### src/core/counter_array_watchdog_defines.svh
// register addresses, field positions, reset values and divider counts
// assumes an 8-bit special function register space
`ifndef COUNTER_ARRAY_WATCHDOG_DEFINES_SVH
`define COUNTER_ARRAY_WATCHDOG_DEFINES_SVH

// ----------------------------------------------------------------------------
// register addresses
// ----------------------------------------------------------------------------
`define ADDR_CONTROL_STATUS 8'hd8
`define ADDR_MODE 8'hd9
`define ADDR_COUNTER_LOW 8'he9
`define ADDR_COUNTER_HIGH 8'hf9
`define ADDR_MODULE2_UPDATE_OFFSET 8'hed
`define ADDR_MODULE2_COMPARE_HIGH 8'hfd
`define ADDR_MODULE2_MODE 8'hdc

// ----------------------------------------------------------------------------
// control/status fields
// ----------------------------------------------------------------------------
`define CS_OVERFLOW_BIT 7
`define CS_RUN_BIT 6
`define CS_MODULE2_BIT 2
`define CS_MODULE1_BIT 1
`define CS_MODULE0_BIT 0

// ----------------------------------------------------------------------------
// mode fields
// ----------------------------------------------------------------------------
`define MODE_IDLE_BIT 7
`define MODE_ENABLE_BIT 6
`define MODE_LOCK_BIT 5
`define MODE_SRC_HI 3
`define MODE_SRC_LO 1
`define MODE_OVF_IE_BIT 0

// ----------------------------------------------------------------------------
// reset values and timebase counts
// ----------------------------------------------------------------------------
`define RESET_CONTROL_STATUS 8'h00
`define RESET_MODE 8'h40
`define RESET_BYTE 8'h00
`define DIV_SLOW 4'd12
`define DIV_FAST 4'd4
`define DIV_EXT 3'd7

`endif

### src/core/counter_array_watchdog_pkg.sv
// types of the counter array watchdog
// assumes the defines header is compiled alongside
package counter_array_watchdog_pkg;

    typedef enum logic [2:0]
    {
        SRC_SYS_DIV12 = 3'b000,
        SRC_SYS_DIV4 = 3'b001,
        SRC_TIMER0 = 3'b010,
        SRC_EXT_FALL = 3'b011,
        SRC_SYS = 3'b100,
        SRC_EXT_DIV8 = 3'b101
    } clock_source_t;

    typedef struct packed
    {
        logic counter_overflow_flag;
        logic counter_run_control;
        logic [2:0] match_flag;
        logic idle_suspend_bit;
        logic watchdog_enable_bit;
        logic watchdog_lock_bit;
        logic [2:0] counter_clock_source_select;
        logic overflow_irq_enable;
        logic [7:0] counter_low_byte;
        logic [7:0] counter_high_byte;
        logic [7:0] module2_update_offset;
        logic [7:0] module2_compare_high;
        logic [7:0] module2_mode_register;
        logic [3:0] prescale;
        logic [2:0] ext_div;
        logic [2:0] count_sync;
        logic [2:0] ext_clk_sync;
        logic count_level;
        logic ext_clk_level;
        logic watchdog_reset_request;
        logic [7:0] sfr_rdata;
    } state_t;

endpackage : counter_array_watchdog_pkg

### src/core/counter_array_watchdog.sv
// counter array with watchdog on compare module 2, plus control/status register
// assumes a single-cycle sfr write/read strobe from the processor on clk_sys
`timescale 1ns/1ps
`include "counter_array_watchdog_defines.svh"

module counter_array_watchdog
    import counter_array_watchdog_pkg::*;
(
    input wire logic clk_sys,
    input wire logic rst,
    input wire logic [7:0] sfr_addr,
    input wire logic sfr_wr,
    input wire logic sfr_rd,
    input wire logic [7:0] sfr_wdata,
    output logic [7:0] sfr_rdata,
    input wire logic cpu_idle,
    input wire logic timer0_overflow,
    input wire logic external_count_input,
    input wire logic external_clock,
    input wire logic [2:0] module_event,
    input wire logic [2:0] module_irq_enable,
    output logic counter_array_irq,
    output logic watchdog_reset_request
);

    state_t cur;
    state_t next_state;

    logic enabled;
    logic tick;
    logic low_wrap;
    logic [15:0] count;

    // ------------------------------------------------------------------------
    // next-state logic
    // ------------------------------------------------------------------------
    always_comb
    begin
        next_state = cur;
        enabled = cur.watchdog_enable_bit | cur.watchdog_lock_bit;
        count = {cur.counter_high_byte, cur.counter_low_byte};

        // pin inputs: a change counts once the second and third stages agree
        next_state.count_sync = {cur.count_sync[1:0], external_count_input};
        next_state.ext_clk_sync = {cur.ext_clk_sync[1:0], external_clock};
        if (cur.count_sync[2] == cur.count_sync[1])
        begin
            next_state.count_level = cur.count_sync[2];
        end
        if (cur.ext_clk_sync[2] == cur.ext_clk_sync[1])
        begin
            next_state.ext_clk_level = cur.ext_clk_sync[2];
        end

        // prescaler runs freely so the timebase phase is independent of run control
        if (cur.prescale == `DIV_SLOW - 4'd1)
        begin
            next_state.prescale = 4'd0;
        end
        else
        begin
            next_state.prescale = cur.prescale + 4'd1;
        end
        if (cur.ext_clk_level & ~next_state.ext_clk_level)
        begin
            next_state.ext_div = cur.ext_div + 3'd1;
        end

        case (clock_source_t'(cur.counter_clock_source_select))
            SRC_SYS_DIV12: tick = (cur.prescale == `DIV_SLOW - 4'd1);
            SRC_SYS_DIV4: tick = (cur.prescale[1:0] == 2'd3);
            SRC_TIMER0: tick = timer0_overflow;
            SRC_EXT_FALL: tick = cur.count_level & ~next_state.count_level;
            SRC_SYS: tick = 1'b1;
            SRC_EXT_DIV8: tick = cur.ext_clk_level & ~next_state.ext_clk_level
                & (cur.ext_div == `DIV_EXT);
            default: tick = 1'b0;
        endcase
        // watchdog forces the counter on; idle suspend can still hold it
        tick = tick & (cur.counter_run_control | enabled)
            & ~(cur.idle_suspend_bit & cpu_idle);
        low_wrap = tick & (cur.counter_low_byte == 8'hff);

        // ------------------------------------------------------------------------
        // register writes
        // ------------------------------------------------------------------------
        if (sfr_wr)
        begin
            case (sfr_addr)
                `ADDR_CONTROL_STATUS:
                begin
                    // bits 5..3 have no storage
                    next_state.counter_overflow_flag = sfr_wdata[`CS_OVERFLOW_BIT];
                    next_state.counter_run_control = sfr_wdata[`CS_RUN_BIT];
                    next_state.match_flag = sfr_wdata[`CS_MODULE2_BIT:`CS_MODULE0_BIT];
                end
                `ADDR_MODE:
                begin
                    if (enabled)
                    begin
                        // only lock and enable may change; enable cannot fall under lock
                        next_state.watchdog_lock_bit = 1'b1 & (cur.watchdog_lock_bit
                            | sfr_wdata[`MODE_LOCK_BIT]);
                        next_state.watchdog_enable_bit = sfr_wdata[`MODE_ENABLE_BIT]
                            | cur.watchdog_lock_bit | sfr_wdata[`MODE_LOCK_BIT];
                    end
                    else
                    begin
                        next_state.idle_suspend_bit = sfr_wdata[`MODE_IDLE_BIT];
                        next_state.watchdog_enable_bit = sfr_wdata[`MODE_ENABLE_BIT]
                            | sfr_wdata[`MODE_LOCK_BIT];
                        next_state.watchdog_lock_bit = sfr_wdata[`MODE_LOCK_BIT];
                        next_state.counter_clock_source_select =
                            sfr_wdata[`MODE_SRC_HI:`MODE_SRC_LO];
                        next_state.overflow_irq_enable = sfr_wdata[`MODE_OVF_IE_BIT];
                    end
                end
                `ADDR_COUNTER_LOW:
                begin
                    if (!enabled)
                    begin
                        next_state.counter_low_byte = sfr_wdata;
                    end
                end
                `ADDR_COUNTER_HIGH:
                begin
                    if (!enabled)
                    begin
                        next_state.counter_high_byte = sfr_wdata;
                    end
                end
                `ADDR_MODULE2_UPDATE_OFFSET:
                begin
                    next_state.module2_update_offset = sfr_wdata;
                end
                `ADDR_MODULE2_COMPARE_HIGH:
                begin
                    if (enabled)
                    begin
                        // service: deadline lands offset high-byte steps ahead
                        next_state.module2_compare_high = cur.counter_high_byte
                            + cur.module2_update_offset;
                    end
                    else
                    begin
                        next_state.module2_compare_high = sfr_wdata;
                    end
                end
                `ADDR_MODULE2_MODE:
                begin
                    if (!enabled)
                    begin
                        next_state.module2_mode_register = sfr_wdata;
                    end
                end
                default:
                begin
                end
            endcase
        end

        // ------------------------------------------------------------------------
        // counting; counter beats any firmware counter write in the same cycle
        // ------------------------------------------------------------------------
        if (tick)
        begin
            {next_state.counter_high_byte, next_state.counter_low_byte} = count + 16'd1;
        end

        // hardware sets win over a firmware clear in the same cycle
        if (tick && count == 16'hffff)
        begin
            next_state.counter_overflow_flag = 1'b1;
        end
        next_state.match_flag = next_state.match_flag | module_event;

        // one pulse per event; the reset controller acts on it at once
        next_state.watchdog_reset_request = enabled & ((low_wrap
            & (cur.module2_compare_high == cur.counter_high_byte))
            | (sfr_wr & (sfr_addr == `ADDR_CONTROL_STATUS)
            & sfr_wdata[`CS_MODULE2_BIT]));

        // ------------------------------------------------------------------------
        // read data, registered on the read strobe
        // ------------------------------------------------------------------------
        next_state.sfr_rdata = 8'h00;
        if (sfr_rd)
        begin
            case (sfr_addr)
                `ADDR_CONTROL_STATUS: next_state.sfr_rdata = {cur.counter_overflow_flag,
                    cur.counter_run_control, 3'b000, cur.match_flag};
                `ADDR_MODE: next_state.sfr_rdata = {cur.idle_suspend_bit,
                    cur.watchdog_enable_bit, cur.watchdog_lock_bit, 1'b0,
                    cur.counter_clock_source_select, cur.overflow_irq_enable};
                `ADDR_COUNTER_LOW: next_state.sfr_rdata = cur.counter_low_byte;
                `ADDR_COUNTER_HIGH: next_state.sfr_rdata = cur.counter_high_byte;
                `ADDR_MODULE2_UPDATE_OFFSET: next_state.sfr_rdata = cur.module2_update_offset;
                `ADDR_MODULE2_COMPARE_HIGH: next_state.sfr_rdata = cur.module2_compare_high;
                `ADDR_MODULE2_MODE: next_state.sfr_rdata = cur.module2_mode_register;
                default: next_state.sfr_rdata = 8'h00;
            endcase
        end
    end

    // ------------------------------------------------------------------------
    // state register
    // ------------------------------------------------------------------------
    always_ff @(posedge clk_sys or posedge rst)
    begin
        if (rst)
        begin
            cur <= '0;
            cur.watchdog_enable_bit <= 1'b1;
            cur.counter_clock_source_select <= 3'b000;
            cur.counter_low_byte <= `RESET_BYTE;
            cur.module2_update_offset <= `RESET_BYTE;
        end
        else
        begin
            cur <= next_state;
        end
    end

    assign sfr_rdata = cur.sfr_rdata;
    assign watchdog_reset_request = cur.watchdog_reset_request;
    assign counter_array_irq = (cur.counter_overflow_flag & cur.overflow_irq_enable)
        | (|(cur.match_flag & module_irq_enable));

endmodule : counter_array_watchdog

### config.mk
export PLATFORM = sky130hd
export DESIGN_NAME = counter_array_watchdog
export DESIGN_NICKNAME = d
export VERILOG_FILES = /design/src/core/counter_array_watchdog_pkg.sv /design/src/core/counter_array_watchdog.sv
export VERILOG_INCLUDE_DIRS = /design/src /design/src/core
export SDC_FILE = /design/constraint.sdc
export NUM_CORES = 1
export LEC_CHECK = 0
export ABC_AREA = 1
export BUFFER_PORTS_ARGS = -buffer_cell sky130_fd_sc_hd__buf_2
export CAP_MARGIN = 10
export CORE_MARGIN = 5
export CORE_UTILIZATION = 30
export DETAILED_ROUTE_END_ITERATION = 10
export SETUP_SLACK_MARGIN = 0.4
export SLEW_MARGIN = 5
export SYNTH_ARGS = -nofsm -noshare
export SYNTH_HDL_FRONTEND = slang
export SYNTH_SLANG_ARGS = --single-unit
### constraint.sdc
create_clock -name clk_sys -period 3.1 [get_ports clk_sys]
set_clock_uncertainty 0.15 [all_clocks]
set_input_delay 0.31 -clock clk_sys [delete_from_list [all_inputs] [get_ports clk_sys]]
set_output_delay 0.31 -clock clk_sys [all_outputs]
set_load 0.02 [all_outputs]
# Yosys cells after proc, flatten, opt, wreduce, memory -nomap -nowiden
# Index checks and enable logic that the tools add are counted.
# totals
output_inout_bits	10
in_bits	30
regBits	76
elab_cells	111
# op_classes
reduce_logical	17
muxes	22
addsub	4
bitwise_logic	26
eq_ne	21
# ops
operator	count
2-to-1 mux 8 bit	9
equality test 8 bit, second input constant	8
case mux 8 bit (7 select lines)	1
2-to-1 mux 52 bit	1
adder 16 x 1 -> 16 bit, second input constant	1
equality test 16 bit, second input constant	1
2-to-1 mux 16 bit	1
bitwise AND 1 bit	12
AND reduction 3 bit	4
AND reduction 2 bit	5
nonzero test 2 bit	5
equality test 3 bit, second input constant	3
adder 8 bit	1
equality test 8 bit	1
2-to-1 mux 4 bit	2
OR 1 bit	8
2-to-1 mux 7 bit	1
equality test 3 x 2 -> 1 bit, second input constant	2
case mux 1 bit (6 select lines)	1
2-to-1 mux 5 bit	1
adder 4 x 1 -> 4 bit, second input constant	1
equality test 4 bit, second input constant	1
2-to-1 mux 1 bit	4
NOT 1 bit	4
11 further kinds	12

# Depth between registers and ports, before layout
# Gate-level depths: netlist (run 1).
# logic_depth
depth_word	12
mapped_depth	14
depth_no_buf	13

# Worst setup path after synthesis (run 1)
# Ideal clock, no wire load.
# synth_path
path_kind	register -> register
start	register cur[17] (netlist bit)
end	register cur, in the netlist count[2]
setup_ps	69
synth_period_minus_slack_ps	1827
slack_ps	1273
n_path_buf	1
required_ps	2881
t_arrival_ps	1608
path_stages_with_launch	13
cell_sequence	dfrtp_1 ha_1 ha_1 nand2_1 inv_1 nand2_1 nand2_1 nand2_1 nand2_2 nand2_2 clkbuf_1 nand3_1 nand3_1
# synth_between
elab_chain_cells	7
word_cells_on_any_way	10
cone_classes	2 x eq/ne; 2 x mux; 3 x bitwise; 3 x reduce/logical
# synth_rtl
element	line	text
start: declaration	counter_array_watchdog.sv:26	state_t cur;
start signal: assignment	counter_array_watchdog.sv:220	cur <= next_state;
equality test 3 bit (no source line) *	n/a	
bitwise AND 1 bit *	counter_array_watchdog.sv:75	SRC_EXT_DIV8: tick = cur.ext_clk_level & ~next_state.ext_clk_level
case mux 1 bit (6 select lines) *	counter_array_watchdog.sv:69	case (clock_source_t'(cur.counter_clock_source_select))
bitwise AND 1 bit *	counter_array_watchdog.sv:80	tick = tick & (cur.counter_run_control | enabled)
bitwise AND 1 bit *	counter_array_watchdog.sv:81	& ~(cur.idle_suspend_bit & cpu_idle);
inequality test 2 x 1 -> 1 bit (no source line) or nonzero test 2 bit (tied branches)	n/a	
AND reduction 3 bit (no source line)	n/a	
# Mark *: on every way between the ends. The rest lies on a longest branch, timed or not.
# A chain may end at the register's enable or synchronous reset.

# Worst setup path in the final report (run 1)
# layout_path
start	register cur[69] (netlist bit)
end	register cur, in the netlist count[11]
# layout_between
elab_chain_cells	6
word_cells_on_any_way	9
cone_classes	1 x eq/ne; 1 x mux; 4 x bitwise; 3 x reduce/logical
# layout_rtl
element	line	text
OR 1 bit *	counter_array_watchdog.sv:40	enabled = cur.watchdog_enable_bit | cur.watchdog_lock_bit;
OR 1 bit	counter_array_watchdog.sv:80	
bitwise AND 1 bit	counter_array_watchdog.sv:80	
bitwise AND 1 bit	counter_array_watchdog.sv:81	
inequality test 2 x 1 -> 1 bit (no source line) or nonzero test 2 bit (tied branches)	n/a	
AND reduction 3 bit (no source line)	n/a	
# Marked as above.

==> results of run 1 <==
## cell families after synthesis
group	share of synthesized area
buffers and inverters	0.09096
multiplexers	0.002415
AO/OA/AOI/OAI	0.09847
AND/OR/NAND/NOR	0.3263
flip-flops	0.4081
XOR/XNOR	0.03569
adder cells (fa/ha/maj)	0.03810
## final timing paths
check / startpoint / end / slack [ps] / depth (start not counted)
max reg2reg: cur[69] / count[11] / 670 / 8
min: module_event[1] / cur[72] / 20 / 3
max in group asynchronous: rst / count[5] / 1550 / 4
min reg2reg: cur[14] / cur[15] / 200 / 0
max: cur[69] / count[11] / 670 / 8
min in group asynchronous: rst / cur[22] / 420 / 3
## worst max-delay path, cell delays in order (launching register included)
cell,delay [ps]
dfstp_2,550
nor2_4,50
a22oi_2,630
nand2_2,420
buf_4,310
nand2_1,70
nand2_1,50
nand2_1,60
nand2_1,50
## layout make-up
class / count / share of cell area
Tap cell: 188 / 0.04395
Sequential cell: 76 / 0.3555
Multi-Input combinational cell: 447 / 0.4364
Timing Repair Buffer: 47 / 0.04956
Clock inverter: 7 / 0.01519
Inverter: 81 / 0.05727
Clock buffer: 9 / 0.04208
## per-layer routing
| layer | vias to the layer above | share of wire | track usage | routed length, µm |
|---|---|---|---|---|
| li1 | 2086 | - | - | - |
| met1 | 1950 | 0.47 | 0.2183 | 6334 |
| met2 | 153 | 0.44 | 0.2399 | 5981 |
| met3 | 25 | 0.064 | 0.02832 | 865 |
| met4 | 0 | 0.024 | 0.05486 | 320 |
| met5 | - | 0 | 0 | 0 |
## cells in the final DEF, fill, tap and decap left out, types with 4 or more instances in the layout
master         netlist  routed
xor2_1              10      10
o21ai_2              4       4
buf_2                5      39
xnor2_1              9       9
a21oi_1             20      20
nor2_1              48      48
nand4_1              7       7
inv_2                7       7
buf_4                8       4
o21ai_1              9       9
o22ai_1             12      12
clkbuf_16            0       9
ha_1                11      11
nand2_2             12      12
o21ai_0             29      29
nand3_1             65      65
dlygate4sd3_1        0       4
nand2_1            177     177
dfrtp_1             75      75
nor3_4               5       5
inv_1               73      72
## power by group through the flow
| stage | registers, mW | logic (mW) | clock network [mW] |
|---|---|---|---|
| finish | 1.07 | 0.204 | 1.09 |
| detailed placement | 1.09 | 0.201 | 0 |
| global placement | 1.08 | 0.199 | 0 |
| floorplan | 1.08 | 0.130 | 0 |
| CTS | 1.07 | 0.207 | 1.12 |
| global route | 1.07 | 0.237 | 1.15 |
## metrics by stage
stage,area [µm²],power (mW)
2_1_floorplan,4663,1.208
3_3_place_gp,5006,1.284
3_5_place_dp,5006,1.288
4_1_cts,5353,2.393
5_1_grt,5353,2.463
6_report,5353,2.363
## registers in the layout, indices dropped and copies added (netlist names)
register and flops:
cur 51, count 16, sfr_rdata 8, watchdog_reset_request 1
==> impl_metrics.ini, run 1 <==
[cells_and_area]
drive_gt1_frac = 0.1544
fillers = 1608
fin_util = 0.3521
fin_nets = 704
diodes = 0
register_area_um2 = 1903
area_growth_pct = 14.78
fin_cells = 855
multiInputGateArea_um2 = 2336

[hold_path]
worstHoldPathType = in2reg

[power]
power.share.combinational = 0.087
p_sw_frac = 0.2620
p_leak_nw = 2.730
cellPowerDensity_nw_per_um2 = 441.5
power_switching_uw = 619.0
pwr-share-clk = 0.461
internal_power_mw = 1.744
vdd_ir_drop_max_mv = 0.2926
p_seq_frac = 0.452

[place]
post-place-ws_ps = 715.3
dp_hpwl_um = 10190
place_congestion = 0.8826
io_buffers = 39
dp_cells = 835

[floorplanning]
rows = 45
core-area_um2 = 15200
start_util = 0.3067
die_h_um = 134.7
die-area_um2 = 18140
io_pins = 40
die_w_um = 134.7

[clock_network]
clkSlewWorstSetupHoldPaths_ps = 60
cts_hold_buf = 4
cts_sinks = 76
cts_tree = yes
postCtsSetupBuffers = 0
ctsResizeCount = 0
htreeDepth = 3
cts-root-buf = clkbuf_16
clkLatencyLatePin_ps = 340
cts_buffer_depth = 2
numCtsBuffers = 9

[setup_path]
crit_type = reg2reg
start_kind = register
required_ps = 3180
arrival_ps = 2520
endpoint_kind = register
cp_max_fo = 21

[synth]
ys_ff_latch = 76
syn_nets = 666
synth-main-ff-cell = dfrtp_1
synth_area_per_cell_um2 = 7.473
yosys-top-cells-count = 177 x nand2_1, 75 x dfrtp_1, 73 x inv_1, 65 x nand3_1, 48 x nor2_1
postSynthCellCount = 624
post-synth-top-count-cell = nand2_1
ys_seq_area_frac = 0.4081
synthArstFlopShare = 1.000
yosysTopAreaCellShare = 0.4025
synth.yosys.warnings = 0
synth_edf_count = 0
synth_largest_area_cell = dfrtp_1
syn_area_um2 = 4663
synth_area_leaders = dfrtp_1 40%, nand2_1 14%, nand3_1 7.0%
synth_cell_type_count = 44

[sta]
relSlewSlack = 0.4549
setup_ws_ps = 665.7
fmax_ghz = 0.4108
tightest_slew_ps = 817.7
slew_viol_final = 0
grt_setup_unrepaired = no
timing.final.crit_share = 0.7852
setup_viol = 0
min_period_ps = 2434
finalHoldViolCount = 0
whs_ps = 17.56
tns_ps = 0

[grt]
overflow = 0
antenna_found_initial = 0
grt_pass1_vias = 4037
grt_max_degree = 34
grt.total_usage = 0.1553
grt_pass1_wl_um = 22000

[route]
drc = 0
via_count = 4214
ant_nets = 0
routedWlPerCell_um = 15.79
viasPerCell = 4.929
drt_iter0_drc = 379
wirelength_um = 13500
dr.pass1.iters = 6

[run_status]
status = completed

[run]
drv_cap = 0
No activity file was read; power rests on OpenSTA's default activity.
==> inputs of run 2 (changes only) <==
==> constraint.sdc (replaced) <==
create_clock -name clk_sys -period 2 [get_ports clk_sys]
set_clock_uncertainty 0.15 [all_clocks]
set_input_delay 0.2 -clock clk_sys [delete_from_list [all_inputs] [get_ports clk_sys]]
set_output_delay 0.2 -clock clk_sys [all_outputs]
set_load 0.02 [all_outputs]
==> impl_metrics.ini, run 2 (synthesis results as in run 1) <==
[run_status]
status = completed

[clock_network]
clkSlewWorstSetupHoldPaths_ps = 60
cts_buffer_depth = 2
cts-root-buf = clkbuf_16
cts_tree = yes
cts_sinks = 76
clkLatencyLatePin_ps = 350
htreeDepth = 3
numCtsBuffers = 9

[setup_path]
r2r_start = cur[17]
worstPathBufferInverterCount = 3
endpoint_kind = register
reg2reg_depth = 12
crit_type = reg2reg
start_kind = register
required_ps = 2080
slowest_delay_ps = 380
ff2ff_setup_slack_ps = 140
path_delay_family = simple AND/OR/NAND/NOR gates
cp_max_fo = 7
slowest_stage = dfrtp_1
path_common_cell = nand2_2
r2r_end = watchdog_reset_request
arrival_ps = 1940
crit_chain = ha_2, ha_4, nand2_2, inv_2, nand2_2, nand2_2, nand2_2, nand2_4, buf_12, buf_16, nand3_1, a21oi_2

[sta]
whs_ps = 15.55
fmax_ghz = 0.5374
setup_viol = 0
slew_viol_final = 0
relSlewSlack = 0.7523
min_period_ps = 1861
tns_ps = 0
finalHoldViolCount = 0
tightest_slew_ps = 370.5
grt_setup_unrepaired = yes
timing.final.crit_share = 0.9305

[cells_and_area]
multiInputGateArea_um2 = 2741
diodes = 0
top_register = cur
largest_register_ffs = 51
fin_nets = 757
register_area_um2 = 1907
area_growth_pct = 34.48
final_common_cell = nand2_1
fin_util = 0.4125
fillers = 1546
drive_gt1_frac = 0.3083
layout_common_cells = 160 x nand2_1, 72 x dfrtp_1, 69 x inv_1, 47 x nor2_1, 41 x nand3_1

[hold_path]
whs_path_depth = 3
min_to = cur[42]
worstHoldPathType = in2reg
min_from = sfr_wdata[2]

[route]
routedWlPerCell_um = 16.68
wirelength_um = 15150
drt_iter0_drc = 426
dr.pass1.iters = 5
drc = 0
via_count = 4486
ant_nets = 0
viasPerCell = 4.941

[run]
drv_cap = 0

[floorplanning]
die_h_um = 134.7
start_util = 0.3067
core-area_um2 = 15200
die-area_um2 = 18140
io_pins = 40
rows = 45
die_w_um = 134.7

[power]
power_mw = 3.979
cellPowerDensity_nw_per_um2 = 634.6
p_leak_nw = 3.105
vdd_ir_drop_max_mv = 0.3907

[grt]
grt_pass1_wl_um = 23800
grt_use_met3 = 0.02794
antenna_found_initial = 0
grt.total_usage = 0.1699
use_met1 = 0.2316
grt_max_degree = 63
use_met2 = 0.2651
top_usage_layer = met2
overflow = 0
grt_pass1_vias = 4402

[place]
dp_hpwl_um = 10570
io_buffers = 39
place_congestion = 0.9160
-- run 2: changes by cell type in the layout (fill, tap and decap cells not counted), sizes merged --
cell / before / now
buf: 43 / 90
bufinv: 1 / 3
clkbuf: 9 / 10
clkinv: 4 / 2
clkinvlp: 1 / 3
dlygate4sd3: 4 / 7
inv: 82 / 79
nand2: 191 / 194
-- run 2: cell type report --
type / count / share of cell area
multi-input cells: 450 / 0.4372
clock buffers: 10 / 0.03651
flip-flops and latches: 76 / 0.3041
clock inverters: 6 / 0.01816
inverters: 81 / 0.04928
well taps: 188 / 0.03751
repair buffers: 97 / 0.1173
-- run 2: power breakdown --
| part | total (mW) | switching, mW | internal, mW |
|---|---|---|---|
| clock network | 1.91 | 0.684 | 1.22 |
| logic | 0.415 | 0.239 | 0.176 |
| registers | 1.66 | 0.0516 | 1.61 |
-- run 2: worst reg2reg max path: stages, from the launching register on --
cell	delay (ps)
dfrtp_1	380
ha_2	200
ha_4	160
nand2_2	50
inv_2	30
nand2_2	60
nand2_2	50
nand2_2	70
nand2_4	100
buf_12	150
buf_16	130
nand3_1	130
a21oi_2	70
-- run 2: timing repair --
item                       4_1_cts  5_1_grt
cloned                           4        1
resized for setup               38       37
hold buffers                     7        0
pin swaps                       26       20
hold endpoints to repair        20        0
setup endpoints to repair       32       33
buffers inserted                17        3
-- run 2: stage by stage --
| step | cells | setup slack, ps | area (µm²) |
|---|---|---|---|
| 5_1_grt | 908 | 28.97 | 6271 |
| 6_report | 908 | 139.0 | 6271 |
| 4_1_cts | 904 | 148.0 | 6086 |
| 2_1_floorplan | 624 | 321.4 | 4812 |
| 3_3_place_gp | 860 | 134.4 | 5320 |
| 3_5_place_dp | 860 | 120.8 | 5320 |
-- run 2: how the worst max path moves through the flow --
| stage | startpoint | to | cells past startpoint |
|---|---|---|---|
| 2_1_floorplan | cur[17] | count[1] | 12 |
| 3_3_place_gp | cur[17] | count[11] | 14 |
| 3_5_place_dp | cur[17] | count[10] | 12 |
| 4_1_cts | cur[18] | count[12] | 13 |
| 5_1_grt | cur[17] | count[11] | 15 |
| 6_report | cur[17] | watchdog_reset_request | 12 |
-- run 2: layer usage --
metal / vias to the layer above / part of all wire
met1: 2109 / 0.46
li1: 2193 / -
met3: 30 / 0.058
met4: 0 / 0.030
met2: 154 / 0.45
met5: - / 0
